File: src/include/hsrb_pkg.sv
package hsrb_pkg;
	localparam int          HSRB_AW          = 8;
	localparam int          HSRB_DW          = 8;
	localparam logic [7:0]  ADDR_IDENTITY    = 8'h00;
	localparam logic [7:0]  ADDR_STATUS      = 8'h01;
	localparam logic [7:0]  ADDR_EVENTS      = 8'h02;
	localparam logic [7:0]  ADDR_MASKS       = 8'h03;
	localparam logic [7:0]  ADDR_SYSTEM_REGULATION_TARGET      = 8'h04;
	localparam logic [7:0]  ADDR_WAKE        = 8'h05;
	localparam logic [7:0]  ADDR_TRACK       = 8'h06;
	localparam logic [7:0]  ADDR_MEAS        = 8'h07;
	localparam logic [7:0]  ADDR_CONTROL     = 8'h08;
	localparam logic [7:0]  ADDR_OPEN_V      = 8'h09;
	localparam logic [7:0]  ADDR_HARV_HIGH   = 8'h0A;
	localparam logic [7:0]  ADDR_HARV_LOW    = 8'h0B;
	localparam logic [7:0]  ADDR_SLEEP_THR   = 8'h0C;
	localparam int          ST_VALID         = 7;
	localparam int          ST_THERM         = 6;
	localparam int          ST_SYS_OV        = 5;
	localparam int          ST_HARV          = 4;
	localparam int          ST_OPEN_NEW      = 3;
	localparam int          ST_SLEEP         = 2;
	localparam int          ST_SHUTDOWN      = 1;
	localparam int          ST_WAKE          = 0;
	localparam int          EV_HARV          = 4;
	localparam int          EV_OPEN_NEW      = 3;
	localparam int          EV_VALID         = 2;
	localparam int          EV_SHUTDOWN      = 1;
	localparam int          EV_WAKE          = 0;
	localparam int          CTL_DISABLE      = 1;
	localparam logic [7:0]  EV_USED_MASK     = 8'h1F;
	localparam logic [7:0]  TRACK_USED_MASK  = 8'h1F;
	localparam logic [7:0]  WAKE_USED_MASK   = 8'hD7;
	localparam logic [7:0]  CTL_USED_MASK    = 8'h7F;
	localparam logic [7:0]  RST_ZERO         = 8'h00;
	localparam logic [7:0]  RST_SYSTEM_REGULATION_TARGET       = 8'h07;
	localparam logic [7:0]  RST_WAKE         = 8'h87;
	localparam logic [7:0]  RST_TRACK        = 8'h00;
	localparam logic [7:0]  RST_MEAS         = 8'h00;
	localparam logic [7:0]  RST_CONTROL      = 8'h00;
	localparam logic [7:0]  RST_SLEEP_THR    = 8'h00;
endpackage : hsrb_pkg

File: src/hsrb_event_flags.sv
`timescale 1ns/10ps
module hsrb_event_flags
	import hsrb_pkg::*;
#(
	parameter int WIDTH = 5
)(
	input  wire logic             sys_clk_i,
	input  wire logic             rst_n_i,
	input  wire logic [WIDTH-1:0] level_i,
	input  wire logic             clear_i,
	output logic      [WIDTH-1:0] flags_o
);
	logic [WIDTH-1:0] prev_q;
	logic [WIDTH-1:0] prev_d;
	logic [WIDTH-1:0] flags_q;
	logic [WIDTH-1:0] flags_d;

	// A change in the clearing cycle survives the clear
	always_comb
	begin
		prev_d  = level_i;
		flags_d = (clear_i ? '0 : flags_q) | (level_i ^ prev_q);
	end

	always_ff @(posedge sys_clk_i or negedge rst_n_i)
	begin
		if (!rst_n_i)
		begin
			prev_q  <= '0;
			flags_q <= '0;
		end
		else
		begin
			prev_q  <= prev_d;
			flags_q <= flags_d;
		end
	end

	assign flags_o = flags_q;
endmodule : hsrb_event_flags

File: src/hsrb_register_bank.sv
`timescale 1ns/10ps
module hsrb_register_bank
	import hsrb_pkg::*;
#(
	parameter logic [3:0] PART_ID  = 4'hA, // Arbitrary value
	parameter logic [3:0] PART_REV = 4'h5  // Arbitrary value
)(
	input  wire logic               sys_clk_i,
	input  wire logic               rst_n_i,
	input  wire logic               reg_wr_i,
	input  wire logic               reg_rd_i,
	input  wire logic [HSRB_AW-1:0] reg_addr_i,
	input  wire logic [HSRB_DW-1:0] reg_wdata_i,
	output logic      [HSRB_DW-1:0] reg_rdata_o,
	output logic                    reg_addr_valid_o,
	input  wire logic               open_meas_done_i,
	input  wire logic [7:0]         open_meas_value_i,
	input  wire logic               thermistor_fault_flag_i,
	input  wire logic               system_overvoltage_flag_i,
	input  wire logic               harvest_update_i,
	input  wire logic [15:0]        harvest_count_i,
	input  wire logic               sleep_active_i,
	input  wire logic               shutdown_request_pin_i,
	input  wire logic               wake_low_state_i,
	output logic      [7:0]         change_event_masks_o,
	output logic      [7:0]         system_regulation_config_o,
	output logic      [7:0]         wake_threshold_config_o,
	output logic      [7:0]         tracking_fraction_config_o,
	output logic      [7:0]         measurement_config_o,
	output logic      [7:0]         device_control_o,
	output logic      [7:0]         sleep_threshold_o,
	output logic                    shutdown_state_flag_o
);
	logic       valid_q, valid_d;
	logic       open_new_q, open_new_d;
	logic       harv_upd_q, harv_upd_d;
	logic [7:0] open_v_q, open_v_d;
	logic [7:0] masks_q, masks_d;
	logic [7:0] system_regulation_target_q, system_regulation_target_d;
	logic [7:0] wake_q, wake_d;
	logic [7:0] track_q, track_d;
	logic [7:0] meas_q, meas_d;
	logic [7:0] ctl_q, ctl_d;
	logic [7:0] slp_q, slp_d;
	logic [7:0] rdata_q, rdata_d;
	logic [7:0] status;
	logic [4:0] ev_level;
	logic [4:0] ev_flags;
	logic       shutdown;
	logic       ev_clear;

	function automatic logic hit(input logic [7:0] a, input logic [7:0] r);
		return a == r;
	endfunction : hit

	assign shutdown = shutdown_request_pin_i | ctl_q[CTL_DISABLE];

	always_comb
	begin
		status              = '0;
		status[ST_VALID]    = valid_q;
		status[ST_THERM]    = thermistor_fault_flag_i;
		status[ST_SYS_OV]   = system_overvoltage_flag_i;
		status[ST_HARV]     = harv_upd_q;
		status[ST_OPEN_NEW] = open_new_q;
		status[ST_SLEEP]    = sleep_active_i;
		status[ST_SHUTDOWN] = shutdown;
		status[ST_WAKE]     = wake_low_state_i;
	end

	assign ev_level = {status[ST_HARV], status[ST_OPEN_NEW], status[ST_VALID],
		status[ST_SHUTDOWN], status[ST_WAKE]};
	assign ev_clear = reg_rd_i && hit(reg_addr_i, ADDR_EVENTS);

	hsrb_event_flags #(
		.WIDTH     (5)
	) u_events (
		.sys_clk_i (sys_clk_i),
		.rst_n_i   (rst_n_i),
		.level_i   (ev_level),
		.clear_i   (ev_clear),
		.flags_o   (ev_flags)
	);

	always_comb
	begin
		reg_addr_valid_o = reg_addr_i <= ADDR_SLEEP_THR;
	end

	// Hardware sets win over same-cycle host clears
	always_comb
	begin
		valid_d    = valid_q;
		open_new_d = open_new_q;
		harv_upd_d = harv_upd_q;
		open_v_d   = open_v_q;
		masks_d    = masks_q;
		system_regulation_target_d   = system_regulation_target_q;
		wake_d     = wake_q;
		track_d    = track_q;
		meas_d     = meas_q;
		ctl_d      = ctl_q;
		slp_d      = slp_q;
		rdata_d    = rdata_q;
		if (reg_rd_i && hit(reg_addr_i, ADDR_OPEN_V))
			open_new_d = 1'b0;
		if (reg_rd_i && hit(reg_addr_i, ADDR_HARV_HIGH))
			harv_upd_d = 1'b0;
		if (reg_wr_i)
		begin
			// Identity, status, events and counts have no write path
			case (reg_addr_i)
				ADDR_MASKS:     masks_d  = reg_wdata_i & EV_USED_MASK;
				ADDR_SYSTEM_REGULATION_TARGET:    system_regulation_target_d = reg_wdata_i;
				ADDR_WAKE:      wake_d   = reg_wdata_i & WAKE_USED_MASK;
				ADDR_TRACK:     track_d  = reg_wdata_i & TRACK_USED_MASK;
				ADDR_MEAS:      meas_d   = reg_wdata_i;
				ADDR_CONTROL:   ctl_d    = reg_wdata_i & CTL_USED_MASK;
				ADDR_SLEEP_THR: slp_d    = reg_wdata_i;
				ADDR_OPEN_V:
				begin
					open_v_d = reg_wdata_i;
					valid_d  = 1'b0;
				end
				default: ;
			endcase
		end
		if (open_meas_done_i)
		begin
			valid_d    = 1'b1;
			open_new_d = 1'b1;
			open_v_d   = open_meas_value_i;
		end
		if (harvest_update_i)
			harv_upd_d = 1'b1;
		if (reg_rd_i)
		begin
			case (reg_addr_i)
				ADDR_IDENTITY:  rdata_d = {PART_ID, PART_REV};
				ADDR_STATUS:    rdata_d = status;
				ADDR_EVENTS:    rdata_d = {3'h0, ev_flags};
				ADDR_MASKS:     rdata_d = masks_q;
				ADDR_SYSTEM_REGULATION_TARGET:    rdata_d = system_regulation_target_q;
				ADDR_WAKE:      rdata_d = wake_q;
				ADDR_TRACK:     rdata_d = track_q;
				ADDR_MEAS:      rdata_d = meas_q;
				ADDR_CONTROL:   rdata_d = ctl_q;
				ADDR_OPEN_V:    rdata_d = open_v_q;
				ADDR_HARV_HIGH: rdata_d = harvest_count_i[15:8];
				ADDR_HARV_LOW:  rdata_d = harvest_count_i[7:0];
				ADDR_SLEEP_THR: rdata_d = slp_q;
				default:        rdata_d = RST_ZERO;
			endcase
		end
	end

	// Configuration survives shutdown; only a supply reset restores it
	always_ff @(posedge sys_clk_i or negedge rst_n_i)
	begin
		if (!rst_n_i)
		begin
			valid_q    <= 1'b0;
			open_new_q <= 1'b0;
			harv_upd_q <= 1'b0;
			open_v_q   <= RST_ZERO;
			masks_q    <= RST_ZERO;
			system_regulation_target_q   <= RST_SYSTEM_REGULATION_TARGET;
			wake_q     <= RST_WAKE;
			track_q    <= RST_TRACK;
			meas_q     <= RST_MEAS;
			ctl_q      <= RST_CONTROL;
			slp_q      <= RST_SLEEP_THR;
			rdata_q    <= RST_ZERO;
		end
		else
		begin
			valid_q    <= valid_d;
			open_new_q <= open_new_d;
			harv_upd_q <= harv_upd_d;
			open_v_q   <= open_v_d;
			masks_q    <= masks_d;
			system_regulation_target_q   <= system_regulation_target_d;
			wake_q     <= wake_d;
			track_q    <= track_d;
			meas_q     <= meas_d;
			ctl_q      <= ctl_d;
			slp_q      <= slp_d;
			rdata_q    <= rdata_d;
		end
	end

	assign reg_rdata_o                = rdata_q;
	assign change_event_masks_o       = masks_q;
	assign system_regulation_config_o = system_regulation_target_q;
	assign wake_threshold_config_o    = wake_q;
	assign tracking_fraction_config_o = track_q;
	assign measurement_config_o       = meas_q;
	assign device_control_o           = ctl_q;
	assign sleep_threshold_o          = slp_q;
	assign shutdown_state_flag_o      = shutdown;
endmodule : hsrb_register_bank

File: config.mk
export PLATFORM = sky130hd
export DESIGN_NAME = hsrb_register_bank
export DESIGN_NICKNAME = d
export VERILOG_FILES = /design/src/include/hsrb_pkg.sv /design/src/hsrb_event_flags.sv /design/src/hsrb_register_bank.sv
export SDC_FILE = /design/constraint.sdc
export NUM_CORES = 1
export LEC_CHECK = 0
export BUFFER_PORTS_ARGS = -buffer_cell sky130_fd_sc_hd__clkbuf_2
export CORE_UTILIZATION = 56
export CTS_CLUSTER_SIZE = 8
export DETAILED_ROUTE_END_ITERATION = 8
export MAX_ROUTING_LAYER = met4
export PLACE_DENSITY = 0.87
export SLEW_MARGIN = 5
export SYNTH_ARGS = -nofsm -noshare
export SYNTH_HDL_FRONTEND = slang
export SYNTH_HIERARCHICAL = 1
export SYNTH_SLANG_ARGS = --single-unit
File: constraint.sdc
create_clock -name sys_clk_i -period 2.7 [get_ports sys_clk_i]
set_input_delay 0.135 -clock sys_clk_i [delete_from_list [all_inputs] [get_ports sys_clk_i]]
set_output_delay 0.135 -clock sys_clk_i [all_outputs]
set_load 0.02 [all_outputs]
==> run_results.csv, run 1 <==
group,metric,value,unit
timing,period_minus_slack,1.91,ns
power,p_leak,2.40,nW
synthesis,ys_seq_area_share,48.7,%
synthesis,synth_cells,346,
synthesis,ys_ff_latch,76,
timing,finalSetupViolations,0,
floorplanning,initial_core_util,57.8,%
synthesis,synth_flop_cell,"dfrtp_1",
route,drt_iter0_drc,437,
status,outcome,"finished clean",
layout,stdcell_area,4810,um2
synthesis,post_synth.cell_area_avg,11.3,um2
timing,maxSlewViolCount,0,
timing,worstMarginPinSlew,0.629,ns
layout,final-instance-count-excl-fill,560,
worst_setup_path,crit_path_end_kind,"register",
worst_setup_path,worstPathRequired,2.95,ns
timing,setup_tns,0,ns
cts,cts_tree,"yes",
timing,finClkSkew,0.0103,ns
synthesis,synth-adder-area-share,0,%
timing,layout_worst_path_cycle_share,70.7,%
layout,num-fill-cells,487,
hold_path,hp-class,"in2reg",
layout,nets,510,
cts,cts_resized,0,
cts,cts_buffers,9,
route,wl_per_cell,20.9,um
synthesis,synth_area,3930,um2
power,p_per_area,532,nW/um2
cts,htree_levels,3,
layout,n_antenna_cell,0,
placement,numPortBuffers,107,
layout,drive_above_1_share,44.0,%
power,combPwrFrac,14.1,%
route,wirelength,11.7,mm
synthesis,synthSimpleGateAreaFrac,12.1,%
synthesis,synth-compound-area-share,13.2,%
route,num_vias,3450,
cts,clk_latency,0.37,ns
route,drc,0,
floorplanning,die_w,85.7,um
power,clkPwrFrac,37.7,%
placement,dp_hpwl,8.48,mm
synthesis,synth_top_area_share,44.0,%
power,seqPwrFrac,48.2,%
floorplanning,dieArea,7350,um2
cts,ctsRootBufferMaster,"clkbuf_8",
synthesis,muxShareOfSynthArea,19.5,%
flow_run,drv_cap,0,
worst_setup_path,arrival,2.16,ns
synthesis,synth_largest_area_cell,"dfrtp_1",
global_routing,grt_max_degree,29,
worst_setup_path,path_max_fanout,10,
floorplanning,coreArea,6790,um2
synthesis,synthTopCellsByArea,"dfrtp_1 44%, mux2_2 15%, dfstp_2 4.7%",
timing,slew_headroom,58.0,%
worst_setup_path,startpoint_type,"input port",
floorplanning,ios,117,
synthesis,ys_warn_count,6,
synthesis,synth_edf_count,0,
global_routing,grt_overflow,0,
power,p_int,0.00185,W
power,ir_worst_vdd,361,uV
power,p_switching,0.000710,W
worst_setup_path,crit_type,"in2reg",
global_routing,antenna_found_initial,0,
floorplanning,die_h,85.7,um
cts,cts_setup_buffers,0,
synthesis,synth_top_family_by_area,"multiplexers",
synthesis,synth-async-reset-ratio,100,%
synthesis,synth_xor_area_share,1.12,%
timing,hold_viol_final,0,
route,first_pass_iters,5,
placement,gp_congestion,1.01,
route,drtAntennaViolNets,0,
floorplanning,rows,30,
cts,clock_sinks,76,
cts,path_clk_slew,0.08,ns
timing,rsz0062_at_grt,"no",
placement,dpl.cell_count,535,
placement,place_area,4510,um2
cts,cts_max_path_buffers,2,
global_routing,grt_usage,34.4,%
timing,fmax,0.524,GHz
cts,holdBufCountCts,9,
global_routing,first_global_vias,3332,
power,p_sw_share,27.7,%
synthesis,yosysUniqueCellTypes,51,
layout,area_growth,22.6,%
global_routing,grt_pass1_wl,18.0,mm
route,vias_per_cell,6.16,
[cells by family (layout without fill, tap and decap cells)]
kind of cell | Yosys count | in the layout
flip-flops | 76 | 76
other | 1 | 9
AND/OR/NAND/NOR | 83 | 83
multiplexers | 67 | 67
XOR/XNOR | 5 | 5
buffers and inverters | 40 | 150
AO/OA/AOI/OAI | 74 | 74
[worst max-delay path, stage by stage]
cell and delay [ns]:
clkbuf_2 0.11, nor4_4 0.52, and2_1 0.46, nand3_1 0.50, mux2_2 0.44
[path summary, 6_finish.rpt]
check,from,to,slack [ns],cells past startpoint
hold reg to reg,open_new_q,u_events/prev_q[3],0.48,0
min in group asynchronous,rst_n_i,device_control_o[2],0.30,2
setup reg to reg,device_control_o[1],reg_rdata_o[1],0.87,5
max in group asynchronous,rst_n_i,system_regulation_config_o[0],1.58,3
hold / removal,open_meas_value_i[2],open_v_q[2],0.003,3
setup / recovery,reg_addr_i[6],measurement_config_o[4],0.79,5
[area by class of cell]
type / instances / area (um2) / area share [%]
Inverter: 9 / 33.8 / 0.702
Multi-Input combinational cell: 238 / 1840 / 38.2
Sequential cell: 76 / 1910 / 39.7
Timing Repair Buffer: 125 / 693 / 14.4
Clock inverter: 6 / 88.8 / 1.85
Tap cell: 96 / 120 / 2.50
Clock buffer: 10 / 128 / 2.65
[synthesized netlist by cell type (2+ instances only)]
cell type   n
a21o_1      4
a21oi_1     7
a221oi_1    3
a22o_1      3
a22oi_1    10
a31oi_1     4
a32o_1      3
a32oi_1     8
and2_1      2
and3_1      6
buf_1       3
buf_2       6
buf_4       9
buf_6       2
clkbuf_1   11
dfrtp_1    69
dfstp_2     7
inv_1       9
mux2_2     53
mux2i_1    11
mux4_2      2
nand2_1    27
nand3_1    17
nand3b_1    2
nand4_1     2
nor2_1      9
nor2b_1     6
nor3_1      2
nor3_4      3
o21ai_0    16
o21ai_1     5
or2_2       2
xnor2_1     5
[cell usage in the layout (no fill, tap or decap), types with 2 or more instances in the layout]
cell type and count:
a21o_1 4, and3_1 6, mux2_2 53, a32o_1 3, dfstp_2 7, nand3b_1 2
a21oi_1 7, nor3_1 2, conb_1 9, bufinv_16 2, nand2_1 27, or2_2 2
a32oi_1 8, nand4_1 2, a31oi_1 4, buf_4 9, nand3_1 17, dfrtp_1 69
mux2i_1 11, nor2b_1 6, a22o_1 3, clkbuf_8 9, o21ai_0 16, nor2_1 9
clkbuf_2 106, inv_1 9, dlygate4sd3_1 9, clkinvlp_4 2, a221oi_1 3, o21ai_1 5
and2_1 2, nor3_4 3, a22oi_1 10, mux4_2 2, xnor2_1 5
[power by group through the flow]
stage,registers (W),logic (W),clock network [W]
after floorplan,0.00129,0.000164,0
after global placement,0.00125,0.000339,0
after CTS,0.00123,0.000356,0.000964
final,0.00123,0.000360,0.000967
after global routing,0.00124,0.000387,0.00101
after detailed placement,0.00125,0.000344,0
[per-layer routing]
metal	vias up	routed length (um)	global-route usage, %
met5	-	0	-
li1	1491	-	-
met1	1720	4990	46.6
met4	0	314	13.3
met2	210	5390	51.1
met3	29	1020	7.60
[registers in the layout (all words and copies together) (netlist names)]
register and flops:
measurement_config_o 8, open_v_q 8, reg_rdata_o 8, sleep_threshold_o 8, system_regulation_config_o 8, device_control_o 7
wake_threshold_config_o 6, change_event_masks_o 5, tracking_fraction_config_o 5, u_events/flags_o 5, u_events/prev_q 5, harv_upd_q 1
open_new_q 1, valid_q 1
[stage by stage]
step / hold slack (ns) / total power, W / setup WS, ns / util, %
final: 0.00259 / 0.00256 / 0.790 / 70.8
after global routing: 0.0108 / 0.00263 / 0.659 / 70.8
after CTS: 0.00226 / 0.00255 / 0.866 / 70.8
after detailed placement: 0.158 / 0.00160 / 0.494 / 66.3
after global placement: 0.150 / 0.00159 / 0.473 / 66.3
after floorplan: -0.161 / 0.00145 / 0.963 / -
Power figures use the tool's default switching activity.
==> run 2, diff against run 1 <==
ABC_AREA = 1   (was unset)
CORE_UTILIZATION = 47   (was 56)
PLACE_DENSITY = 0.78   (was 0.87)
clock period = 1.75 ns   (was 2.7 ns; I/O delays follow)
==> run 2 against run 1 <==
  * Combinational power up 37%
  * Synthesized cell count up 51%
  * Register-to-register slack worse by 0.46 ns
  * Clock-buffer cell count down 1
  * Final area up 1.8%
  * Die area up 20%
  * First-iteration DRC count down 47%
  * Largest power group unchanged
==> run_results.csv, run 2 <==
group,metric,value,unit
status,outcome,"finished clean",
timing,setup_tns,0,ns
worst_setup_path,critPathCapture,"open_v_q[6]",
cts,cts_max_path_buffers,2,
synthesis,synth_largest_area_cell,"dfrtp_1",
power,total_power,0.00405,W
worst_setup_path,startpoint_type,"input port",
layout,num-fill-cells,791,
global_routing,grt_max_degree,62,
floorplanning,die_w,94.0,um
worst_setup_path,r2r-end,"reg_rdata_o[1]",
worst_setup_path,crit_type,"in2reg",
timing,fmax,0.642,GHz
global_routing,grt_overflow,0,
timing,finalSetupViolations,0,
synthesis,ys_seq_area_share,48.1,%
layout,drive_above_1_share,26.8,%
worst_setup_path,worstReg2RegStart,"device_control_o[1]",
synthesis,yosysUniqueCellTypes,30,
power,p_leak,2.70,nW
cts,ctsRootBufferMaster,"clkbuf_8",
synthesis,synthTopCellsByCount,"190 x nand2_1, 69 x dfrtp_1, 55 x nand3_1",
route,drc,0,
synthesis,ys_ff_latch,76,
placement,numPortBuffers,107,
floorplanning,ios,117,
flow_run,drv_cap,0,
placement,post-place-ws,0.266,ns
cts,cts_buffers,9,
global_routing,first_global_vias,3701,
timing,setup_slack,0.192,ns
power,ir_worst_vdd,475,uV
synthesis,synth-async-reset-ratio,100,%
synthesis,synth_edf_count,0,
route,first_pass_iters,5,
layout,mostFrequentLayoutCell,"nand2_1",
synthesis,synth_flop_cell,"dfrtp_1",
global_routing,grt_usage,29.6,%
route,wl_per_cell,16.1,um
placement,gp_congestion,1.05,
floorplanning,rows,33,
power,p_per_area,826,nW/um2
synthesis,post_synth.cell_area_avg,7.60,um2
route,drt_iter0_drc,233,
timing,finClkSkew,0.0141,ns
cts,cts_tree,"yes",
worst_setup_path,r2r_cells,7,
route,num_vias,3978,
cts,path_clk_slew,0.08,ns
timing,hold_viol_final,0,
layout,nets,691,
worst_setup_path,crit_start,"reg_addr_i[6]",
global_routing,grt_pass1_wl,18.8,mm
timing,maxSlewViolCount,0,
timing,period_minus_slack,1.56,ns
synthesis,synthTopCellsByArea,"dfrtp_1 43%, nand2_1 18%, nand3_1 6.9%",
layout,n_antenna_cell,0,
route,wirelength,12.0,mm
layout,fin_util,59.6,%
global_routing,antenna_found_initial,0,
synthesis,synth_cells,523,
timing,layout_worst_path_cycle_share,89.0,%
worst_setup_path,rrSetupSlack,0.41,ns
placement,dp_hpwl,9.09,mm
timing,hold_slack,0.00595,ns
synthesis,synth_top_area_share,43.4,%
cts,clock_sinks,76,
floorplanning,dieArea,8830,um2
synthesis,ys_warn_count,6,
floorplanning,coreArea,8220,um2
timing,rsz0062_at_grt,"no",
floorplanning,die_h,94.0,um
synthesis,yosysMostFrequentCell,"nand2_1",
layout,layout_common_cells,"190 x nand2_1, 106 x clkbuf_2, 69 x dfrtp_1",
cts,cts_setup_buffers,0,
cts,htree_levels,3,
hold_path,hp-class,"in2reg",
synthesis,synth_area,3980,um2
route,drtAntennaViolNets,0,
layout,area_growth,23.3,%
hold_path,holdCritStartpoint,"shutdown_request_pin_i",
cts,clk_latency,0.36,ns
worst_setup_path,crit_path_end_kind,"register",
worst_setup_path,arrival,1.86,ns
worst_setup_path,worstPathRequired,2.05,ns
floorplanning,initial_core_util,48.4,%
worst_setup_path,path_max_fanout,31,
route,vias_per_cell,5.30,
[run 2: changes by cell type in the layout (fill, tap and decap cells not counted), moves of 8 or more]
cell and change:
nand2_1 +163, mux2_2 -53, o21ai_1 +42, nand3_1 +38, inv_1 +29, nor2_1 +20, inv_2 +11, mux2i_1 -11
a22oi_1 -10, a32oi_1 -8
[run 2: cell families (layout without fill, tap and decap cells)]
| family | after synthesis | after routing | share of synthesized area, % |
|---|---|---|---|
| simple gates | 305 | 305 | 34.1 |
| flops | 76 | 76 | 48.1 |
| buf+inv | 75 | 189 | 9.29 |
| compound gates | 66 | 66 | 8.50 |
| other cells | 1 | 9 | 0.0943 |
[run 2: metal layers]
metal / up-vias / GRT usage, % / part of all wire, % / routed length (um)
li1: 1874 / - / - / -
met1: 1853 / 40.1 / 43 / 5140
met2: 211 / 44.5 / 46 / 5590
met3: 40 / 6.07 / 7.5 / 903
met4: 0 / 10.1 / 3.4 / 412
met5: - / - / 0 / 0
[run 2: stage by stage]
stage / instances / cell area (um2)
6_report: 750 / 4900
5_1_grt: 750 / 4900
4_1_cts: 750 / 4900
3_5_place_dp: 723 / 4540
3_3_place_gp: 723 / 4540
2_1_floorplan: 531 / 4010
[run 2: worst max-delay path, cell delays in order]
cell	delay, ns
clkbuf_2	0.09
nor2_2	0.15
nand2_4	0.13
inv_8	0.18
nand2_4	0.10
nor2_4	0.20
nor2_4	0.07
clkinv_2	0.11
nor2_1	0.05
a31oi_1	0.13
dlygate4sd3_1	0.56
[run 2: worst min-delay path by stage]
stage | endpoint | slack (ns) | depth (start not counted)
floorplan | change_event_masks_o[0] | -0.21 | 0
global placement | reg_rdata_o[7] | 0.03 | 1
detailed placement | reg_rdata_o[7] | 0.03 | 1
CTS | u_events/prev_q[1] | 0.02 | 2
global route | u_events/prev_q[1] | 0.03 | 2
finish | u_events/prev_q[1] | 0.006 | 2
[run 2: cell type report]
class	instances	area [um2]	share of cell area, %
Clock inverter	7	121	2.48
Sequential cell	76	1910	39.0
Inverter	51	200	4.08
Timing Repair Buffer	122	688	14.0
Clock buffer	9	124	2.53
Multi-Input combinational cell	380	1730	35.2
Tap cell	105	131	2.68
[run 2: repair_timing]
item                                    CTS  global route
resized for setup                         0             2
endpoints found under the hold margin    23             0
hold buffers                             11             0
endpoints found under the setup margin    0             2
[run 2: report_power, final]
group	internal, W	switching (W)	total, W
Clock	0.000956	0.000685	0.00164
Sequential	0.00184	0.0000697	0.00191
Combinational	0.000163	0.000330	0.000492
Total	0.00296	0.00108	0.00405
==> run 3, diff against run 2 <==
CORE_UTILIZATION = 40   (was 47)
PLACE_DENSITY = 0.65   (was 0.78)
clock period = 1.8 ns   (was 1.75 ns; I/O delays follow)
==> run 3 against run 2 <==
  * Total power decreased by 12%
  * Register-to-register slack barely moved
  * Critical path depth unchanged
  * Routed wire length grew 3.8%
  * Clock skew shrank 0.0049 ns
  * Global-route usage is 3.4 points lower
  * Hold slack better by 0.0078 ns
  * Worst setup slack better by 0.0080 ns
  * Combinational power decreased by 1%
  * First-iteration DRC count down 3.0%
  * Critical path type unchanged
  * Largest power group unchanged
==> run_results.csv, run 3 (synthesis results as in run 2) <==
group,metric,value,unit
status,outcome,"finished clean",
worst_setup_path,path_max_fanout,28,
cts,clk_latency,0.37,ns
layout,area_growth,23.0,%
power,seqPwrFrac,52.1,%
timing,finClkSkew,0.00912,ns
route,drc,0,
cts,cts_setup_buffers,0,
route,first_pass_iters,5,
floorplanning,initial_core_util,41.0,%
route,drtAntennaViolNets,0,
global_routing,grt_overflow,0,
timing,period_minus_slack,1.60,ns
timing,maxSlewViolCount,0,
worst_setup_path,startpoint_type,"input port",
timing,finalSetupViolations,0,
route,drt_iter0_drc,226,
cts,cts_max_path_buffers,2,
global_routing,first_global_vias,3510,
placement,dp_hpwl,9.55,mm
floorplanning,rows,36,
timing,slew_headroom,65.7,%
power,ir_worst_vdd,336,uV
cts,htree_levels,3,
worst_setup_path,r2r-end,"reg_rdata_o[1]",
worst_setup_path,r2r_cells,7,
timing,setup_slack,0.200,ns
layout,drive_above_1_share,26.7,%
power,p_switching,0.00110,W
cts,path_clk_slew,0.08,ns
power,combPwrFrac,13.6,%
route,wl_per_cell,16.1,um
layout,nets,691,
hold_path,min_to,"u_events/prev_q[1]",
floorplanning,ios,117,
timing,worstMarginPinSlew,0.510,ns
floorplanning,die_w,102,um
global_routing,antenna_found_initial,0,
worst_setup_path,crit_path_end_kind,"register",
flow_run,drv_cap,0,
placement,gp_congestion,0.979,
floorplanning,die_h,102,um
cts,ctsRootBufferMaster,"clkbuf_8",
power,p_leak,2.66,nW
placement,post-place-ws,0.276,ns
layout,mostFrequentLayoutCell,"nand2_1",
floorplanning,coreArea,9680,um2
worst_setup_path,rrSetupSlack,0.41,ns
layout,layout_common_cells,"190 x nand2_1, 106 x clkbuf_2, 69 x dfrtp_1",
global_routing,grt_usage,26.3,%
worst_setup_path,crit_type,"in2reg",
timing,hold_slack,0.0137,ns
hold_path,hp-class,"in2reg",
timing,rsz0062_at_grt,"no",
power,p_per_area,731,nW/um2
cts,clock_sinks,76,
route,wirelength,12.5,mm
timing,setup_tns,0,ns
cts,cts_tree,"yes",
hold_path,holdCritStartpoint,"shutdown_request_pin_i",
timing,layout_worst_path_cycle_share,88.9,%
power,total_power,0.00357,W
timing,hold_viol_final,0,
route,num_vias,3830,
floorplanning,dieArea,10300,um2
route,vias_per_cell,4.92,
power,p_int,0.00247,W
layout,n_antenna_cell,0,
cts,cts_buffers,9,
placement,numPortBuffers,107,
worst_setup_path,worstPathRequired,2.11,ns
worst_setup_path,worstReg2RegStart,"device_control_o[1]",
hold_path,hold_depth,2,
power,clkPwrFrac,34.3,%
global_routing,grt_max_degree,43,
power,p_sw_share,30.8,%
global_routing,grt_pass1_wl,18.9,mm
timing,fmax,0.625,GHz
worst_setup_path,arrival,1.91,ns
run 3: what timing repair did:
action | in CTS | in global routing
endpoints found under the hold margin | 39 | 0
gates resized for setup | 0 | 1
endpoints found under the setup margin | 0 | 2
hold buffers | 12 | 0
run 3: worst max-delay path: stages:
cell	delay, ns
clkbuf_2	0.09
nor2_2	0.14
nand2_4	0.12
inv_6	0.20
nand2_4	0.12
nor2_4	0.21
nor2_4	0.07
clkinv_2	0.12
nor2_1	0.06
a31oi_1	0.12
dlygate4sd3_1	0.56
run 3: layer usage:
| metal | up-vias | track usage [%] | share of wire, % |
|---|---|---|---|
| met3 | 26 | 2.62 | 4.2 |
| met2 | 132 | 39.4 | 47 |
| li1 | 1882 | - | - |
| met1 | 1790 | 35.6 | 46 |
| met4 | 0 | 12.6 | 2.8 |
| met5 | - | - | 0 |
run 3: metrics by stage:
step	cells	cell area [um2]	util (%)
after floorplan	531	4010	-
after global placement	750	4580	47.3
after detailed placement	750	4580	47.3
after CTS	778	4890	50.5
after global routing	778	4890	50.5
final	778	4890	50.5
run 3: worst max-delay path by stage:
stage               depth (start not counted)                 from  slack [ns]              to
detailed placement                         10        reg_addr_i[6]        0.28     open_v_q[6]
global route                               11        reg_addr_i[6]        0.05     open_v_q[6]
floorplan                                   7  device_control_o[1]        0.47  reg_rdata_o[1]
global placement                           10        reg_addr_i[5]        0.32     open_v_q[2]
finish                                     11        reg_addr_i[6]        0.20     open_v_q[2]
CTS                                        11        reg_addr_i[6]        0.14     open_v_q[6]
run 3: power by group through the flow:
stage | Combinational (W) | Sequential (W) | Clock, W
2_1_floorplan | 0.000199 | 0.00194 | 0
3_3_place_gp | 0.000458 | 0.00189 | 0
3_5_place_dp | 0.000466 | 0.00189 | 0
4_1_cts | 0.000491 | 0.00186 | 0.00125
5_1_grt | 0.000537 | 0.00187 | 0.00131
6_report | 0.000487 | 0.00186 | 0.00122
run 3: area by class of cell:
type                            count  area [um2]
Clock buffer                        9         124
Clock inverter                      7        60.1
Fill cell                         972        4790
Inverter                           51         198
Multi-Input combinational cell    380        1730
Sequential cell                    76        1910
Tap cell                          133         166
Timing Repair Buffer              122         706
